## src/hw/rws_pkg.sv

```systemverilog
// constants and carrier types for the reset and watchdog supervisor
package rws_pkg;
  // ************************************************************
  // clock and timing
  // ************************************************************
  localparam int CLK_MHZ = 100;
  localparam int TICK_US = 100;
  localparam int TICK_CYC = TICK_US * CLK_MHZ;
  localparam int RESET_FILTER_US = 10;
  localparam int RESET_FILTER_TICKS = (RESET_FILTER_US + TICK_US - 1) / TICK_US;
  localparam int RESET_DELAY_US = 10000;
  localparam int RESET_DELAY_TICKS = (RESET_DELAY_US + TICK_US - 1) / TICK_US;
  localparam int LONG_OPEN_WINDOW_MS = 200;
  localparam int LONG_OPEN_WINDOW_TICKS = LONG_OPEN_WINDOW_MS * 1000 / TICK_US;
  localparam int CLOSED_PCT = 60;
  localparam int TICK_W = 16;

  // ************************************************************
  // watchdog control word layout
  // ************************************************************
  localparam int WDC_CHK_BIT = 7;
  localparam int WDC_WIN_BIT = 4;
  localparam int WDC_STOPOFF_BIT = 3;
  localparam int WDC_PER_LSB = 0;
  localparam logic [7:0] WDC_RESET = 8'h05;
  localparam logic [2:0] PERIOD_RESET = 3'h5;

  // ************************************************************
  // modes
  // ************************************************************
  typedef enum logic [2:0] {
    RWS_INIT = 3'b000,
    RWS_NORMAL = 3'b001,
    RWS_STOP = 3'b010,
    RWS_SLEEP = 3'b011,
    RWS_RESTART = 3'b100,
    RWS_FAILSAFE = 3'b101
  } rws_mode_t;

  localparam logic [1:0] MODE_CMD_SOFT_RESET = 2'h3;
  localparam logic [1:0] THRESH_DEFAULT = 2'h0;

  typedef struct packed {
    logic window_select;
    logic stop_off;
    logic [2:0] period;
  } rws_wdog_cfg_t;

  typedef struct packed {
    logic reset_clamp_flag;
    logic core_supply_undervolt_flag;
    logic wdog_failure_flag;
    logic serial_fail_flag;
  } rws_status_t;
endpackage

```

## src/hw/rws_tick_div.sv

```systemverilog
// divider making the oscillator tick enable
`timescale 1ns/100ps
module rws_tick_div #(
  parameter int DIV = rws_pkg::TICK_CYC
) (
  input wire logic i_ref_clk,
  input wire logic i_reset,
  output logic o_tick
);
  initial begin
    if (DIV < 1 || DIV > 65535) begin
      $error("divider out of range");
    end
  end

  logic [15:0] cnt_q;

  // one-cycle tick every DIV clocks
  always_ff @(posedge i_ref_clk) begin
    if (i_reset || cnt_q == 16'(DIV - 1)) begin
      cnt_q <= 16'h0000;
    end else begin
      cnt_q <= cnt_q + 16'h0001;
    end
  end

  assign o_tick = (cnt_q == 16'(DIV - 1));
endmodule

```

## src/hw/rws_supervisor.sv

```systemverilog
// reset output and watchdog supervisor core
`timescale 1ns/100ps
module rws_supervisor #(
  parameter int TICK_CYC = rws_pkg::TICK_CYC,
  parameter int LONG_WIN_TICKS = rws_pkg::LONG_OPEN_WINDOW_TICKS
) (
  input wire logic i_ref_clk,
  input wire logic i_reset,
  input wire logic i_core_supply_uv,
  input wire logic i_core_supply_ge_1v,
  input wire logic i_battery_supply_ok,
  input wire logic i_reset_pin_fb,
  input wire logic [1:0] i_thresh_sel,
  input wire logic i_thresh_wr,
  input wire logic [1:0] i_mode_cmd,
  input wire logic i_mode_wr,
  input wire logic [7:0] i_wdog_wdata,
  input wire logic i_wdog_wr,
  input wire logic i_chip_select_n,
  input wire logic i_status_clr,
  output logic o_reset_out_n,
  output logic o_reset_out_oe_n,
  output logic [1:0] o_thresh_sel,
  output rws_pkg::rws_mode_t o_mode,
  output rws_pkg::rws_wdog_cfg_t o_wdog_cfg,
  output rws_pkg::rws_status_t o_status
);
  initial begin
    if (LONG_WIN_TICKS < 1 || LONG_WIN_TICKS > 65535) begin
      $error("long window out of range");
    end
  end

  // ************************************************************
  // tick and period decode
  // ************************************************************
  logic tick;
  rws_tick_div #(.DIV(TICK_CYC)) u_div (
    .i_ref_clk(i_ref_clk),
    .i_reset(i_reset),
    .o_tick(tick)
  );

  localparam logic [15:0] RFT = 16'(rws_pkg::RESET_FILTER_TICKS);
  localparam logic [15:0] RDT = 16'(rws_pkg::RESET_DELAY_TICKS);
  localparam int MS_T = 1000 / rws_pkg::TICK_US;

  // period in ticks per setting; 0 maps like setting 1
  function automatic logic [15:0] period_ticks(input logic [2:0] s);
    int ms;
    unique case (s)
      3'h2: ms = 20;
      3'h3: ms = 50;
      3'h4: ms = 100;
      3'h5: ms = 200;
      3'h6: ms = 500;
      3'h7: ms = 1000;
      default: ms = 10;
    endcase
    return 16'(ms * MS_T);
  endfunction

  // ************************************************************
  // state
  // ************************************************************
  rws_pkg::rws_mode_t mode_q;
  rws_pkg::rws_wdog_cfg_t cfg_q;
  rws_pkg::rws_status_t stat_q;
  logic [1:0] thr_q;
  logic rst_low_q;
  logic uv_cause_q;
  logic [15:0] flt_q;
  logic [15:0] dly_q;
  logic [15:0] wdt_q;
  logic wd_on_q;
  logic long_q;
  logic cs_q;
  logic trig_pend_q;
  logic [7:0] trig_data_q;
  logic wdog_failure_flags_evt;
  logic [15:0] per;

  assign per = period_ticks(cfg_q.period);

  // ************************************************************
  // host write decode
  // ************************************************************
  logic parity_ok;
  logic soft_rst;
  logic cs_rise;
  logic cfg_wr_ok;
  assign parity_ok = ~(^i_wdog_wdata);
  assign cs_rise = i_chip_select_n && !cs_q;
  assign soft_rst = i_mode_wr && i_mode_cmd == rws_pkg::MODE_CMD_SOFT_RESET
    && (mode_q == rws_pkg::RWS_NORMAL || mode_q == rws_pkg::RWS_STOP);
  assign cfg_wr_ok = trig_pend_q && cs_rise && mode_q == rws_pkg::RWS_NORMAL;

  // chip select edge history
  always_ff @(posedge i_ref_clk) begin
    if (i_reset) begin
      cs_q <= 1'b1;
    end else begin
      cs_q <= i_chip_select_n;
    end
  end

  // latch a good watchdog write until chip select returns high
  always_ff @(posedge i_ref_clk) begin
    if (i_reset || soft_rst) begin
      trig_pend_q <= 1'b0;
      trig_data_q <= rws_pkg::WDC_RESET;
    end else if (i_wdog_wr && parity_ok) begin
      trig_pend_q <= 1'b1;
      trig_data_q <= i_wdog_wdata;
    end else if (cs_rise) begin
      trig_pend_q <= 1'b0;
    end
  end

  // watchdog configuration, frozen outside Normal
  always_ff @(posedge i_ref_clk) begin
    if (i_reset || soft_rst) begin
      cfg_q.window_select <= 1'b0;
      cfg_q.stop_off <= 1'b0;
      cfg_q.period <= rws_pkg::PERIOD_RESET;
    end else if (cfg_wr_ok) begin
      cfg_q.window_select <= trig_data_q[rws_pkg::WDC_WIN_BIT];
      cfg_q.stop_off <= trig_data_q[rws_pkg::WDC_STOPOFF_BIT];
      cfg_q.period <= trig_data_q[rws_pkg::WDC_PER_LSB +: 3];
    end
  end

  // threshold select, default after power-up and soft reset
  always_ff @(posedge i_ref_clk) begin
    if (i_reset || soft_rst) begin
      thr_q <= rws_pkg::THRESH_DEFAULT;
    end else if (i_thresh_wr) begin
      thr_q <= i_thresh_sel;
    end
  end

  // ************************************************************
  // reset output sequencing
  // ************************************************************
  // undervoltage filter then delay after recovery
  always_ff @(posedge i_ref_clk) begin
    if (i_reset) begin
      rst_low_q <= 1'b1;
      uv_cause_q <= 1'b1;
      flt_q <= 16'h0000;
      dly_q <= RDT;
    end else if (wdog_failure_flags_evt) begin
      rst_low_q <= 1'b1;
      uv_cause_q <= 1'b0;
      dly_q <= RDT;
    end else if (i_core_supply_uv) begin
      dly_q <= RDT;
      if (rst_low_q) begin
        uv_cause_q <= 1'b1;
      end else if (tick) begin
        if (flt_q >= RFT - 16'h0001) begin
          rst_low_q <= 1'b1;
          uv_cause_q <= 1'b1;
          flt_q <= 16'h0000;
        end else begin
          flt_q <= flt_q + 16'h0001;
        end
      end
    end else begin
      flt_q <= 16'h0000;
      if (rst_low_q && tick) begin
        if (dly_q <= 16'h0001) begin
          rst_low_q <= 1'b0;
        end else begin
          dly_q <= dly_q - 16'h0001;
        end
      end
    end
  end

  // pin drives low only with adequate supplies; oe low while driving
  logic drive_low;
  assign drive_low = rst_low_q && i_core_supply_ge_1v && i_battery_supply_ok;
  assign o_reset_out_oe_n = ~drive_low;
  assign o_reset_out_n = 1'b0;

  // ************************************************************
  // mode sequencing
  // ************************************************************
  // soft reset goes to Init without touching the reset output
  always_ff @(posedge i_ref_clk) begin
    if (i_reset) begin
      mode_q <= rws_pkg::RWS_INIT;
    end else if (soft_rst) begin
      mode_q <= rws_pkg::RWS_INIT;
    end else if (wdog_failure_flags_evt || (rst_low_q && mode_q != rws_pkg::RWS_INIT)) begin
      mode_q <= rws_pkg::RWS_RESTART;
    end else if (!rst_low_q && mode_q == rws_pkg::RWS_RESTART) begin
      mode_q <= rws_pkg::RWS_NORMAL;
    end else if (i_mode_wr && !rst_low_q) begin
      unique case (i_mode_cmd)
        2'h0: mode_q <= rws_pkg::RWS_NORMAL;
        2'h1: mode_q <= rws_pkg::RWS_SLEEP;
        2'h2: mode_q <= rws_pkg::RWS_STOP;
        default: mode_q <= mode_q;
      endcase
    end
  end

  // ************************************************************
  // watchdog timer
  // ************************************************************
  logic wd_run;
  logic trig_now;
  logic in_closed;
  logic [15:0] closed_end;
  assign closed_end = 16'((32'(per) * rws_pkg::CLOSED_PCT) / 100);
  assign wd_run = (mode_q == rws_pkg::RWS_INIT || mode_q == rws_pkg::RWS_NORMAL
    || (mode_q == rws_pkg::RWS_STOP && !cfg_q.stop_off)) && !rst_low_q;
  assign trig_now = trig_pend_q && cs_rise && wd_run;
  assign in_closed = cfg_q.window_select && !long_q && wdt_q < closed_end;
  assign wdog_failure_flags_evt = wd_on_q && wd_run && ((trig_now && in_closed)
    || (tick && wdt_q >= (long_q ? 16'(LONG_WIN_TICKS) : per) - 16'h0001));

  // elapsed count; long open window after each release
  always_ff @(posedge i_ref_clk) begin
    if (i_reset || soft_rst || !wd_run) begin
      wd_on_q <= 1'b0;
      long_q <= 1'b1;
      wdt_q <= 16'h0000;
    end else if (!wd_on_q) begin
      wd_on_q <= 1'b1;
      long_q <= 1'b1;
      wdt_q <= 16'h0000;
    end else if (trig_now) begin
      long_q <= 1'b0;
      wdt_q <= 16'h0000;
    end else if (tick) begin
      wdt_q <= wdt_q + 16'h0001;
    end
  end

  // ************************************************************
  // status flags, set wins over clear
  // ************************************************************
  logic clamp_evt;
  assign clamp_evt = rst_low_q && i_reset_pin_fb
    && (mode_q == rws_pkg::RWS_NORMAL || mode_q == rws_pkg::RWS_STOP
    || mode_q == rws_pkg::RWS_RESTART)
    && !i_core_supply_uv && !stat_q.core_supply_undervolt_flag;

  always_ff @(posedge i_ref_clk) begin
    if (i_reset || soft_rst) begin
      stat_q <= '0;
    end else begin
      stat_q.reset_clamp_flag <= clamp_evt
        || (stat_q.reset_clamp_flag && !i_status_clr);
      stat_q.core_supply_undervolt_flag <= i_core_supply_uv
        || (stat_q.core_supply_undervolt_flag && !i_status_clr);
      stat_q.wdog_failure_flag <= wdog_failure_flags_evt
        || (stat_q.wdog_failure_flag && !(i_status_clr || (trig_now && !in_closed)));
      stat_q.serial_fail_flag <= (i_wdog_wr && !parity_ok)
        || (stat_q.serial_fail_flag && !i_status_clr);
    end
  end

  assign o_thresh_sel = thr_q;
  assign o_mode = mode_q;
  assign o_wdog_cfg = cfg_q;
  assign o_status = stat_q;

  // ************************************************************
  // checks
  // ************************************************************
  soft_init_a: assert property (@(posedge i_ref_clk) disable iff (i_reset)
    soft_rst |=> mode_q == rws_pkg::RWS_INIT && cfg_q.period == rws_pkg::PERIOD_RESET)
    else $error("soft reset did not restore init");
  soft_norst_a: assert property (@(posedge i_ref_clk) disable iff (i_reset)
    soft_rst && !rst_low_q |=> !rst_low_q)
    else $error("soft reset asserted reset output");
  soft_ignore_a: assert property (@(posedge i_ref_clk) disable iff (i_reset)
    i_mode_wr && i_mode_cmd == rws_pkg::MODE_CMD_SOFT_RESET
    && mode_q == rws_pkg::RWS_SLEEP |=> mode_q != rws_pkg::RWS_INIT)
    else $error("soft reset accepted outside normal or stop");
  cfg_frozen_a: assert property (@(posedge i_ref_clk) disable iff (i_reset)
    mode_q != rws_pkg::RWS_NORMAL && !soft_rst |=> $stable(cfg_q))
    else $error("config changed outside normal");
  wdog_failure_flags_rst_a: assert property (@(posedge i_ref_clk) disable iff (i_reset)
    wdog_failure_flags_evt |=> rst_low_q && mode_q == rws_pkg::RWS_RESTART && stat_q.wdog_failure_flag)
    else $error("watchdog failure not handled");
  drive_gate_a: assert property (@(posedge i_ref_clk) disable iff (i_reset)
    !o_reset_out_oe_n |-> i_core_supply_ge_1v && i_battery_supply_ok && rst_low_q)
    else $error("reset driven with low supplies");
  // the converse: with supplies present an asserted reset must reach the pin
  drive_on_a: assert property (@(posedge i_ref_clk) disable iff (i_reset)
    rst_low_q && i_core_supply_ge_1v && i_battery_supply_ok |-> !o_reset_out_oe_n)
    else $error("reset not driven with good supplies");
  parity_bad_a: assert property (@(posedge i_ref_clk) disable iff (i_reset)
    i_wdog_wr && (^i_wdog_wdata) && !soft_rst |=> stat_q.serial_fail_flag)
    else $error("parity failure not flagged");
  clamp_mode_a: assert property (@(posedge i_ref_clk) disable iff (i_reset)
    $rose(stat_q.reset_clamp_flag) |-> $past(mode_q) != rws_pkg::RWS_SLEEP
    && $past(mode_q) != rws_pkg::RWS_FAILSAFE)
    else $error("clamp flagged in sleep or fail-safe");
  // a low supply would make the pin read high anyway, so never judge then
  clamp_uv_a: assert property (@(posedge i_ref_clk) disable iff (i_reset)
    $rose(stat_q.reset_clamp_flag) |-> !$past(stat_q.core_supply_undervolt_flag)
    && !$past(i_core_supply_uv))
    else $error("clamp flagged during undervoltage");
  wd_off_a: assert property (@(posedge i_ref_clk) disable iff (i_reset)
    mode_q == rws_pkg::RWS_RESTART ##1 mode_q == rws_pkg::RWS_RESTART |-> !wd_on_q)
    else $error("watchdog running in restart");
  // a good trigger on a running timer starts a fresh short period
  trig_restart_a: assert property (@(posedge i_ref_clk) disable iff (i_reset)
    trig_now && wd_on_q && !in_closed && !soft_rst |=> wdt_q == 16'h0000 && !long_q)
    else $error("trigger did not restart watchdog");

  trig_c: cover property (@(posedge i_ref_clk) disable iff (i_reset) trig_now && !long_q);
  wdfail_c: cover property (@(posedge i_ref_clk) disable iff (i_reset) wdog_failure_flags_evt);
  clamp_c: cover property (@(posedge i_ref_clk) disable iff (i_reset) clamp_evt);
  softrst_c: cover property (@(posedge i_ref_clk) disable iff (i_reset) soft_rst);
endmodule

```

## config.mk

```make
export PLATFORM = sky130hd
export DESIGN_NAME = rws_supervisor
export DESIGN_NICKNAME = d
export VERILOG_FILES = /design/src/hw/rws_pkg.sv /design/src/hw/rws_tick_div.sv /design/src/hw/rws_supervisor.sv
export SDC_FILE = /design/constraint.sdc
export NUM_CORES = 1
export LEC_CHECK = 0
export BUFFER_PORTS_ARGS = -buffer_cell sky130_fd_sc_hd__buf_2
export CAP_MARGIN = 40
export CORE_ASPECT_RATIO = 1.75
export CORE_MARGIN = 2
export CORE_UTILIZATION = 32
export CTS_CLUSTER_DIAMETER = 80
export DETAILED_ROUTE_END_ITERATION = 8
export SKIP_CTS_REPAIR_TIMING = 1
export SYNTH_ARGS = -nofsm -noshare
export SYNTH_HDL_FRONTEND = slang
export SYNTH_SLANG_ARGS = --single-unit
export TNS_END_PERCENT = 10
```

## constraint.sdc

```tcl
create_clock -name i_ref_clk -period 51.8 [get_ports i_ref_clk]
set_input_delay 5.18 -clock i_ref_clk [delete_from_list [all_inputs] [get_ports i_ref_clk]]
set_output_delay 5.18 -clock i_ref_clk [all_outputs]
set_load 0.05 [all_outputs]
```

==> summary.md, run 1 <==
| Metric | Value |
|---|---|
| Worst slew pin tran | 901 ps |
| Vias in the first global route | 14200 |
| DR WL met2 | 26700 um |
| Most common cell on crit path | ha_1 |
| Skew-Pair Late Insertion Delay | 330 ps |
| Layout cells sized above 1 | 10.7% |
| Top cell type's share of synthesized area | 10.7% |
| Initial DRC count | 992 |
| Synthesized area per cell | 7.32 um^2 |
| Final critical-path required period | 23130 ps |
| DRT antenna net count | 0 |
| Synth area leaders | dfxtp_1 11%, xnor2_1 7.1%, ha_1 6.7%, nor2_1 5.9%, nand2_1 4.8% |
| Reg2reg setup slack | 28670 ps |
| Total power | 133 uW |
| Post-synth EDFFs | 0 |
| DP HPWL | 40500 um |
| Slew Limit Fails | 0 |
| Met1 WL | 17000 um |
| Slowest cell on the critical path | o211ai_1 |
| Core Util, Final | 34.7% |
| Cells after Synth | 1849 |
| Root buf cell | clkbuf_16 |
| # Max-Cap Violations | 0 |
| Core area | 41700 um^2 |
| DRC errors left | 0 |
| Total routed wirelength | 49800 um |
| CP max FO | 18 |
| Leak pwr | 0.00576 uW |
| Clk buf depth | 2 |
| Power per cell area | 9.18 nW/um^2 |
| Vias | 14500 |
| Fmax | 43.2 MHz |
| Main combinational cell family by area after synthesis | compound AO/OA/AOI/OAI gates |
| Vias per Instance | 6.05 |
| Final Cycle Share | 44.7% |
| Critical path type | flip-flop to flip-flop |
| Ys async rst share | 0% |
| HP Class | flip-flop to flip-flop |
| First-pass GRT wire length | 76900 um |
| Max Used Layer | met5 |
| Post-layout nets | 1947 |
| CP arrival | 23420 ps |
| Number of detailed-route iterations in the first pass | 6 |
| CTS tree | yes |
| Die area | 44000 um^2 |
| Simple-Gate Fraction of Synth Area | 29.3% |
| Post-synthesis compound-gate area fraction | 31.9% |
| GPL Wtd Cong | 1.01 |
| Synth Net Count | 1955 |
| Die Y | 276 um |
| Run status | completed |
| IO buf count | 37 |
| Mux cell area share after synthesis | 3.95% |
| Max Clock Skew | 4.22 ps |
| GRT Total Usage | 21.8% |
| Max VDD drop | 0.0000238 V |
| Final setup TNS | 0 ps |
| #FFs+latches synth | 72 |
| Grt ovf | 0 |
| CP peak stage delay | 770 ps |
| Post-synth top area cell | dfxtp_1 |
| CTS H-Tree Depth | 3 |
| IO Pins | 39 |
| Starting Density | 32.4% |
| Post-Synth XOR/XNOR Area | 11.3% |
| Worst-path clk slew | 60 ps |
| Yosys cell types | 144 |
| Main synth FF type | dfxtp_1 |
| Yosys warnings | 0 |
| Post-Synth Adder-Cell Area | 8.36% |
| Post-synthesis sequential area ratio | 10.7% |
| Routed WL per cell | 20.8 um |
| Mapped cell area | 13500 um^2 |
| CP required | 52080 ps |
| ANT cells | 0 |
| Rows | 99 |
| CTS buffer count | 9 |
| Setup crit end kind | flip-flop |
| Synth-to-Final Area Change | 7.10% |
| Initial antenna violation count | 1 |
| Largest net degree at the start of global routing | 22 |
| RSZ-0062 raised after global routing | no |
| Die width | 159 um |
| Critical Path Start Type | flip-flop |
| Met3 wire len | 1610 um |
| Fin. Hold Viols | 0 |
| Setup-failing EPs final | 0 |
| Relative slew margins | 39.7% |
| Clk sinks | 72 |
## flip-flops by register name, summed over array words and instances, names as in the netlist, 2 cells and up
name          count
dly_q            16
u_div.cnt_q      16
wdt_q            16
o_wdog_cfg        5
trig_data_q       5
o_status          4
o_mode            3
o_thresh_sel      2
## logic make-up after synthesis
| group | count (synthesis) |
|---|---|
| simple gates | 764 |
| compound gates | 571 |
| xor+xnor | 170 |
| buf+inv | 135 |
| fa+ha+maj | 84 |
| flops | 72 |
| mux | 51 |
| other cells | 2 |
## final timing paths
path / startpoint / to / cells past startpoint
max: o_wdog_cfg[2] / dly_q[1] / 80
min: o_status[3] / o_status[3] / 2
max reg2reg: o_wdog_cfg[2] / dly_q[1] / 80
min reg2reg: o_status[3] / o_status[3] / 2
## layout make-up
cell class	instances	area (um^2)
clock buffer	10	239
clock inverter	5	81.3
fill	4471	27300
inverter	66	249
multi-input combinational	1642	11500
sequential	72	1440
tap	555	694
timing repair buffer	50	282
## metrics by stage
stage	hold slack, ps	setup WS (ps)	cell area [um^2]	instances
6_report	463	28670	14500	2400
5_1_grt	478	26940	14500	2400
4_1_cts	468	29120	14500	2400
3_5_place_dp	459	29230	14200	2385
3_3_place_gp	437	29860	14100	2380
2_1_floorplan	413	33260	13500	1849
## cell usage after synthesis, drive strengths merged (22+ instances only)
cell,instances
ha,72
xor2,58
nand2,177
inv,64
nand4,24
buf,34
dfxtp,72
a21oi,119
mux2i,44
clkbuf,35
nor3,59
a211oi,33
or3,32
and3,34
nor2,214
o211ai,43
xnor2,111
a21o,26
nor4,23
o21ai,100
and2,34
or2,22
nand3,54
## where the power goes
part / switching, uW / internal, uW / total, uW
combinational: 5.41 / 3.31 / 8.72
clock: 23.9 / 43.2 / 67.1
sequential: 0.641 / 56.5 / 57.2
total: 29.9 / 103 / 133
## cell usage in the layout (no fill, tap or decap), drive strengths merged, types with 12 or more instances in the layout
| cell type | instances |
|---|---|
| o31ai | 15 |
| a211oi | 33 |
| nor4 | 23 |
| o31a | 13 |
| nand3 | 54 |
| o311ai | 13 |
| o22ai | 12 |
| nor3 | 59 |
| xor2 | 58 |
| xnor2 | 111 |
| nand2 | 177 |
| nand2b | 21 |
| o21a | 12 |
| a211o | 16 |
| and2 | 34 |
| nand4 | 24 |
| inv | 64 |
| or2 | 22 |
| o211ai | 43 |
| a21oi | 119 |
| or3 | 32 |
| o211a | 17 |
| mux2i | 44 |
| a31oi | 19 |
| nor2 | 214 |
| dfxtp | 72 |
| and3 | 34 |
| o21ai | 100 |
| a21o | 26 |
| buf | 50 |
| ha | 72 |
## metal layers
metal	vias to the layer above	track usage, %
li1	6910	-
met1	6872	20.1
met2	517	43.2
met3	215	2.11
met4	2	18.2
met5	-	0
## worst max-delay path, delay by kind of cell (launching register included)
kind	cells	cell delay, ps
multiplexers	2	440
flip-flops	1	470
XOR/XNOR	6	1690
adder cells (fa/ha/maj)	8	2480
AND/OR/NAND/NOR	23	7010
AO/OA/AOI/OAI	33	9330
buffers and inverters	8	1610
Power figures use the tool's default switching activity.
==> inputs of run 2 (changes only) <==
- ABC_AREA: unset -> 1
- clock period: 51.8 -> 20.8 ns (I/O delays scaled with it)
==> summary.md, run 2 <==
| Metric | Value |
|---|---|
| Run status | completed |
| Vias in the first global route | 14900 (+4.4%) |
| CTS H-Tree Depth | 3 (unchanged) |
| Number of detailed-route iterations in the first pass | 5 (-1) |
| Final hold slack | 447 ps (-16.1 ps) |
| Final Non-Filler Cells | 2927 (+22%) |
| Initial DRC count | 764 (-23%) |
| Cells after Synth | 2340 (+27%) |
| Critical path type | flip-flop to flip-flop |
| Sequential cell area | 1440 um^2 (about the same) |
| Top Registers | dly_q: 16 flops, u_div.cnt_q: 16 flops, wdt_q: 16 flops |
| IO Pins | 39 (unchanged) |
| Rows | 98 (-1.0%) |
| Vias | 15000 (+3.2%) |
| Root buf cell | clkbuf_16 |
| Slew Limit Fails | 0 (unchanged) |
| Combinational share of power | 7.0% (+0.4 points) |
| Initial antenna violation count | 0 (-1) |
| Die width | 158 um (-0.73%) |
| Most common cell on crit path | nand2_1 |
| Setup crit end kind | flip-flop |
| Clk buf depth | 2 (unchanged) |
| Largest net degree at the start of global routing | 29 (+32%) |
| GRT Total Usage | 21.4% (-0.42 points) |
| Grt ovf | 0 (unchanged) |
| Final critical-path required period | 19050 ps (-4080 ps) |
| Slowest cell on the critical path | fa_1 |
| Clock Power Share | 47.1% (-3.3 points) |
| DP HPWL | 39900 um (-1.7%) |
| HP Class | flip-flop to flip-flop |
| DRC errors left | 0 (unchanged) |
| ANT cells | 0 (unchanged) |
| Mapped cell area | 13300 um^2 (-1.5%) |
| Main synth FF type | dfxtp_1 |
| DRT antenna net count | 0 (unchanged) |
| Worst-path clk slew | 60 ps (about the same) |
| Fmax | 52.5 MHz (+21%) |
| Post-synthesis sequential area ratio | 10.8% (+0.16 points) |
| Final Cycle Share | 91.6% (+47 points) |
| Die Y | 274 um (-0.74%) |
| Switching Share | 24.4% (+1.9 points) |
| Total routed wirelength | 46600 um (-6.4%) |
| Leak pwr | 0.00793 uW (+38%) |
| Reg power frac | 45.9% (+2.9 points) |
| Most frequent cells in the layout | 682 x nand2_1, 338 x inv_1, 250 x nand3_1 |
| Max Clock Skew | 12.5 ps (+8.25 ps) |
| Starting Density | 32.5% (+0.13 points) |
| Critical Path Start Type | flip-flop |
| First-pass GRT wire length | 73500 um (-4.4%) |
| Yosys cell types | 60 (-58%) |
| Post-route worst setup slack | 1750 ps (-26920 ps) |
| Routed WL per cell | 15.9 um (-23%) |
| Post-synth top area cell | nand2_1 |
| Worst slew pin tran | 662 ps (-239 ps) |
| Dpl cells | 2903 (+22%) |
| Yosys warnings | 0 (unchanged) |
| Area of the multi-input gates | 10400 um^2 (-9.9%) |
| Top-count cell post-synth | nand2_1 |
| Skew-Pair Late Insertion Delay | 340 ps (about the same) |
| Core area | 41000 um^2 (-1.9%) |
| Relative slew margins | 55.6% (+16 points) |
| Max VDD drop | 0.0000500 V (+110%) |
| Fillers | 4641 (+3.8%) |
| Top cell type's share of synthesized area | 19.3% (+8.6 points) |
| CP required | 21020 ps (-31060 ps) |
| #FFs+latches synth | 72 (unchanged) |
| Clk sinks | 72 (unchanged) |
| Vias per Instance | 5.12 (-15%) |
| CP peak stage delay | 520 ps (-250 ps) |
| Ys async rst share | 0% (unchanged) |
| Int Pwr | 235 uW (+130%) |
| Die area | 43400 um^2 (-1.5%) |
| CTS tree | yes |
| CP max FO | 20 (+2) |
| Net Sw Power | 76.1 uW (+150%) |
| Setup-failing EPs final | 0 (unchanged) |
| CTS buffer count | 9 (unchanged) |
| Commonest non-fill, non-tap cell in the layout | nand2_1 |
| Post-synth EDFFs | 0 (unchanged) |
| Synth-to-Final Area Change | 8.46% |
| IO buf count | 37 (unchanged) |
| Most frequent cells after synthesis | 684 x nand2_1, 339 x inv_1, 251 x nand3_1 |
| Synth Net Count | 2446 (+25%) |
| CP arrival | 19280 ps (-4140 ps) |
| Fin. Hold Viols | 0 (unchanged) |
| Power per cell area | 21.5 nW/um^2 (+130%) |
| Synth area leaders | nand2_1 19%, dfxtp_1 11%, inv_1 9.5%, nand3_1 9.4%, ha_1 6.8% |
| Total power | 311 uW (+130%) |
| Layout cells sized above 1 | 12.8% (+2.1 points) |
| Post-layout nets | 2479 (+27%) |
| Placement Setup Slack | 559 ps (-28670 ps) |
| GPL Wtd Cong | 0.990 (-2.0%) |
| # Max-Cap Violations | 0 (unchanged) |
| Synthesized area per cell | 5.69 um^2 (-22%) |
run 2: power groups by stage:
stage,combinational [uW],clock [uW],sequential [uW]
2_1_floorplan,12.6,0,149
3_3_place_gp,21.4,0,146
3_5_place_dp,22.0,0,146
4_1_cts,22.1,150,143
5_1_grt,24.4,155,143
6_report,21.7,147,143
run 2: path summary, 6_finish.rpt:
path,slack (ps),depth (start not counted),start,end
worst max-delay path,1750,121,o_wdog_cfg[0],dly_q[2]
worst min-delay path,450,1,u_div.cnt_q[0],u_div.cnt_q[0]
worst min register to register,450,1,u_div.cnt_q[0],u_div.cnt_q[0]
worst max register to register,1750,121,o_wdog_cfg[0],dly_q[2]
run 2: cell type report:
| cell class | instances | share of cell area [%] |
|---|---|---|
| Clock buffer | 11 | 1.75 |
| Clock inverter | 4 | 0.199 |
| Inverter | 372 | 9.69 |
| Multi-Input combinational cell | 1871 | 71.7 |
| Sequential cell | 72 | 9.98 |
| Tap cell | 550 | 4.76 |
| Timing Repair Buffer | 47 | 1.89 |
run 2: stage by stage:
stage / cell area [um^2] / TNS, ps / util [%]
final: 14500 / 0 / 35.3
after global routing: 14500 / -56.5 / 35.3
after CTS: 14300 / 0 / 34.9
after detailed placement: 14000 / 0 / 34.2
after floorplan: 13300 / 0 / -
after global placement: 14000 / 0 / 34.2
run 2: cells by family after synthesis:
| group | synth area share (%) |
|---|---|
| simple gates | 54.2 |
| buf+inv | 12.2 |
| compound gates | 8.62 |
| xor+xnor | 5.77 |
| fa+ha+maj | 8.41 |
| flops | 10.8 |
| other cells | 0.0564 |
run 2: worst max-delay path: cells and delay by family (launching register included):
| family | cells | cell delay, ps |
|---|---|---|
| AO/OA/AOI/OAI | 8 | 1470 |
| XOR/XNOR | 2 | 670 |
| adder cells (fa/ha/maj) | 5 | 1910 |
| buffers and inverters | 13 | 1550 |
| flip-flops | 1 | 510 |
| AND/OR/NAND/NOR | 93 | 12780 |
run 2: routing by layer:
metal	part of all wire [%]	routed length (um)	vias up	GRT usage (%)
met3	2.5	1160	214	1.88
met1	33	15400	6797	18.3
met5	0	0	-	0
li1	-	-	7569	-
met4	9.1	4260	0	17.4
met2	55	25800	395	43.3
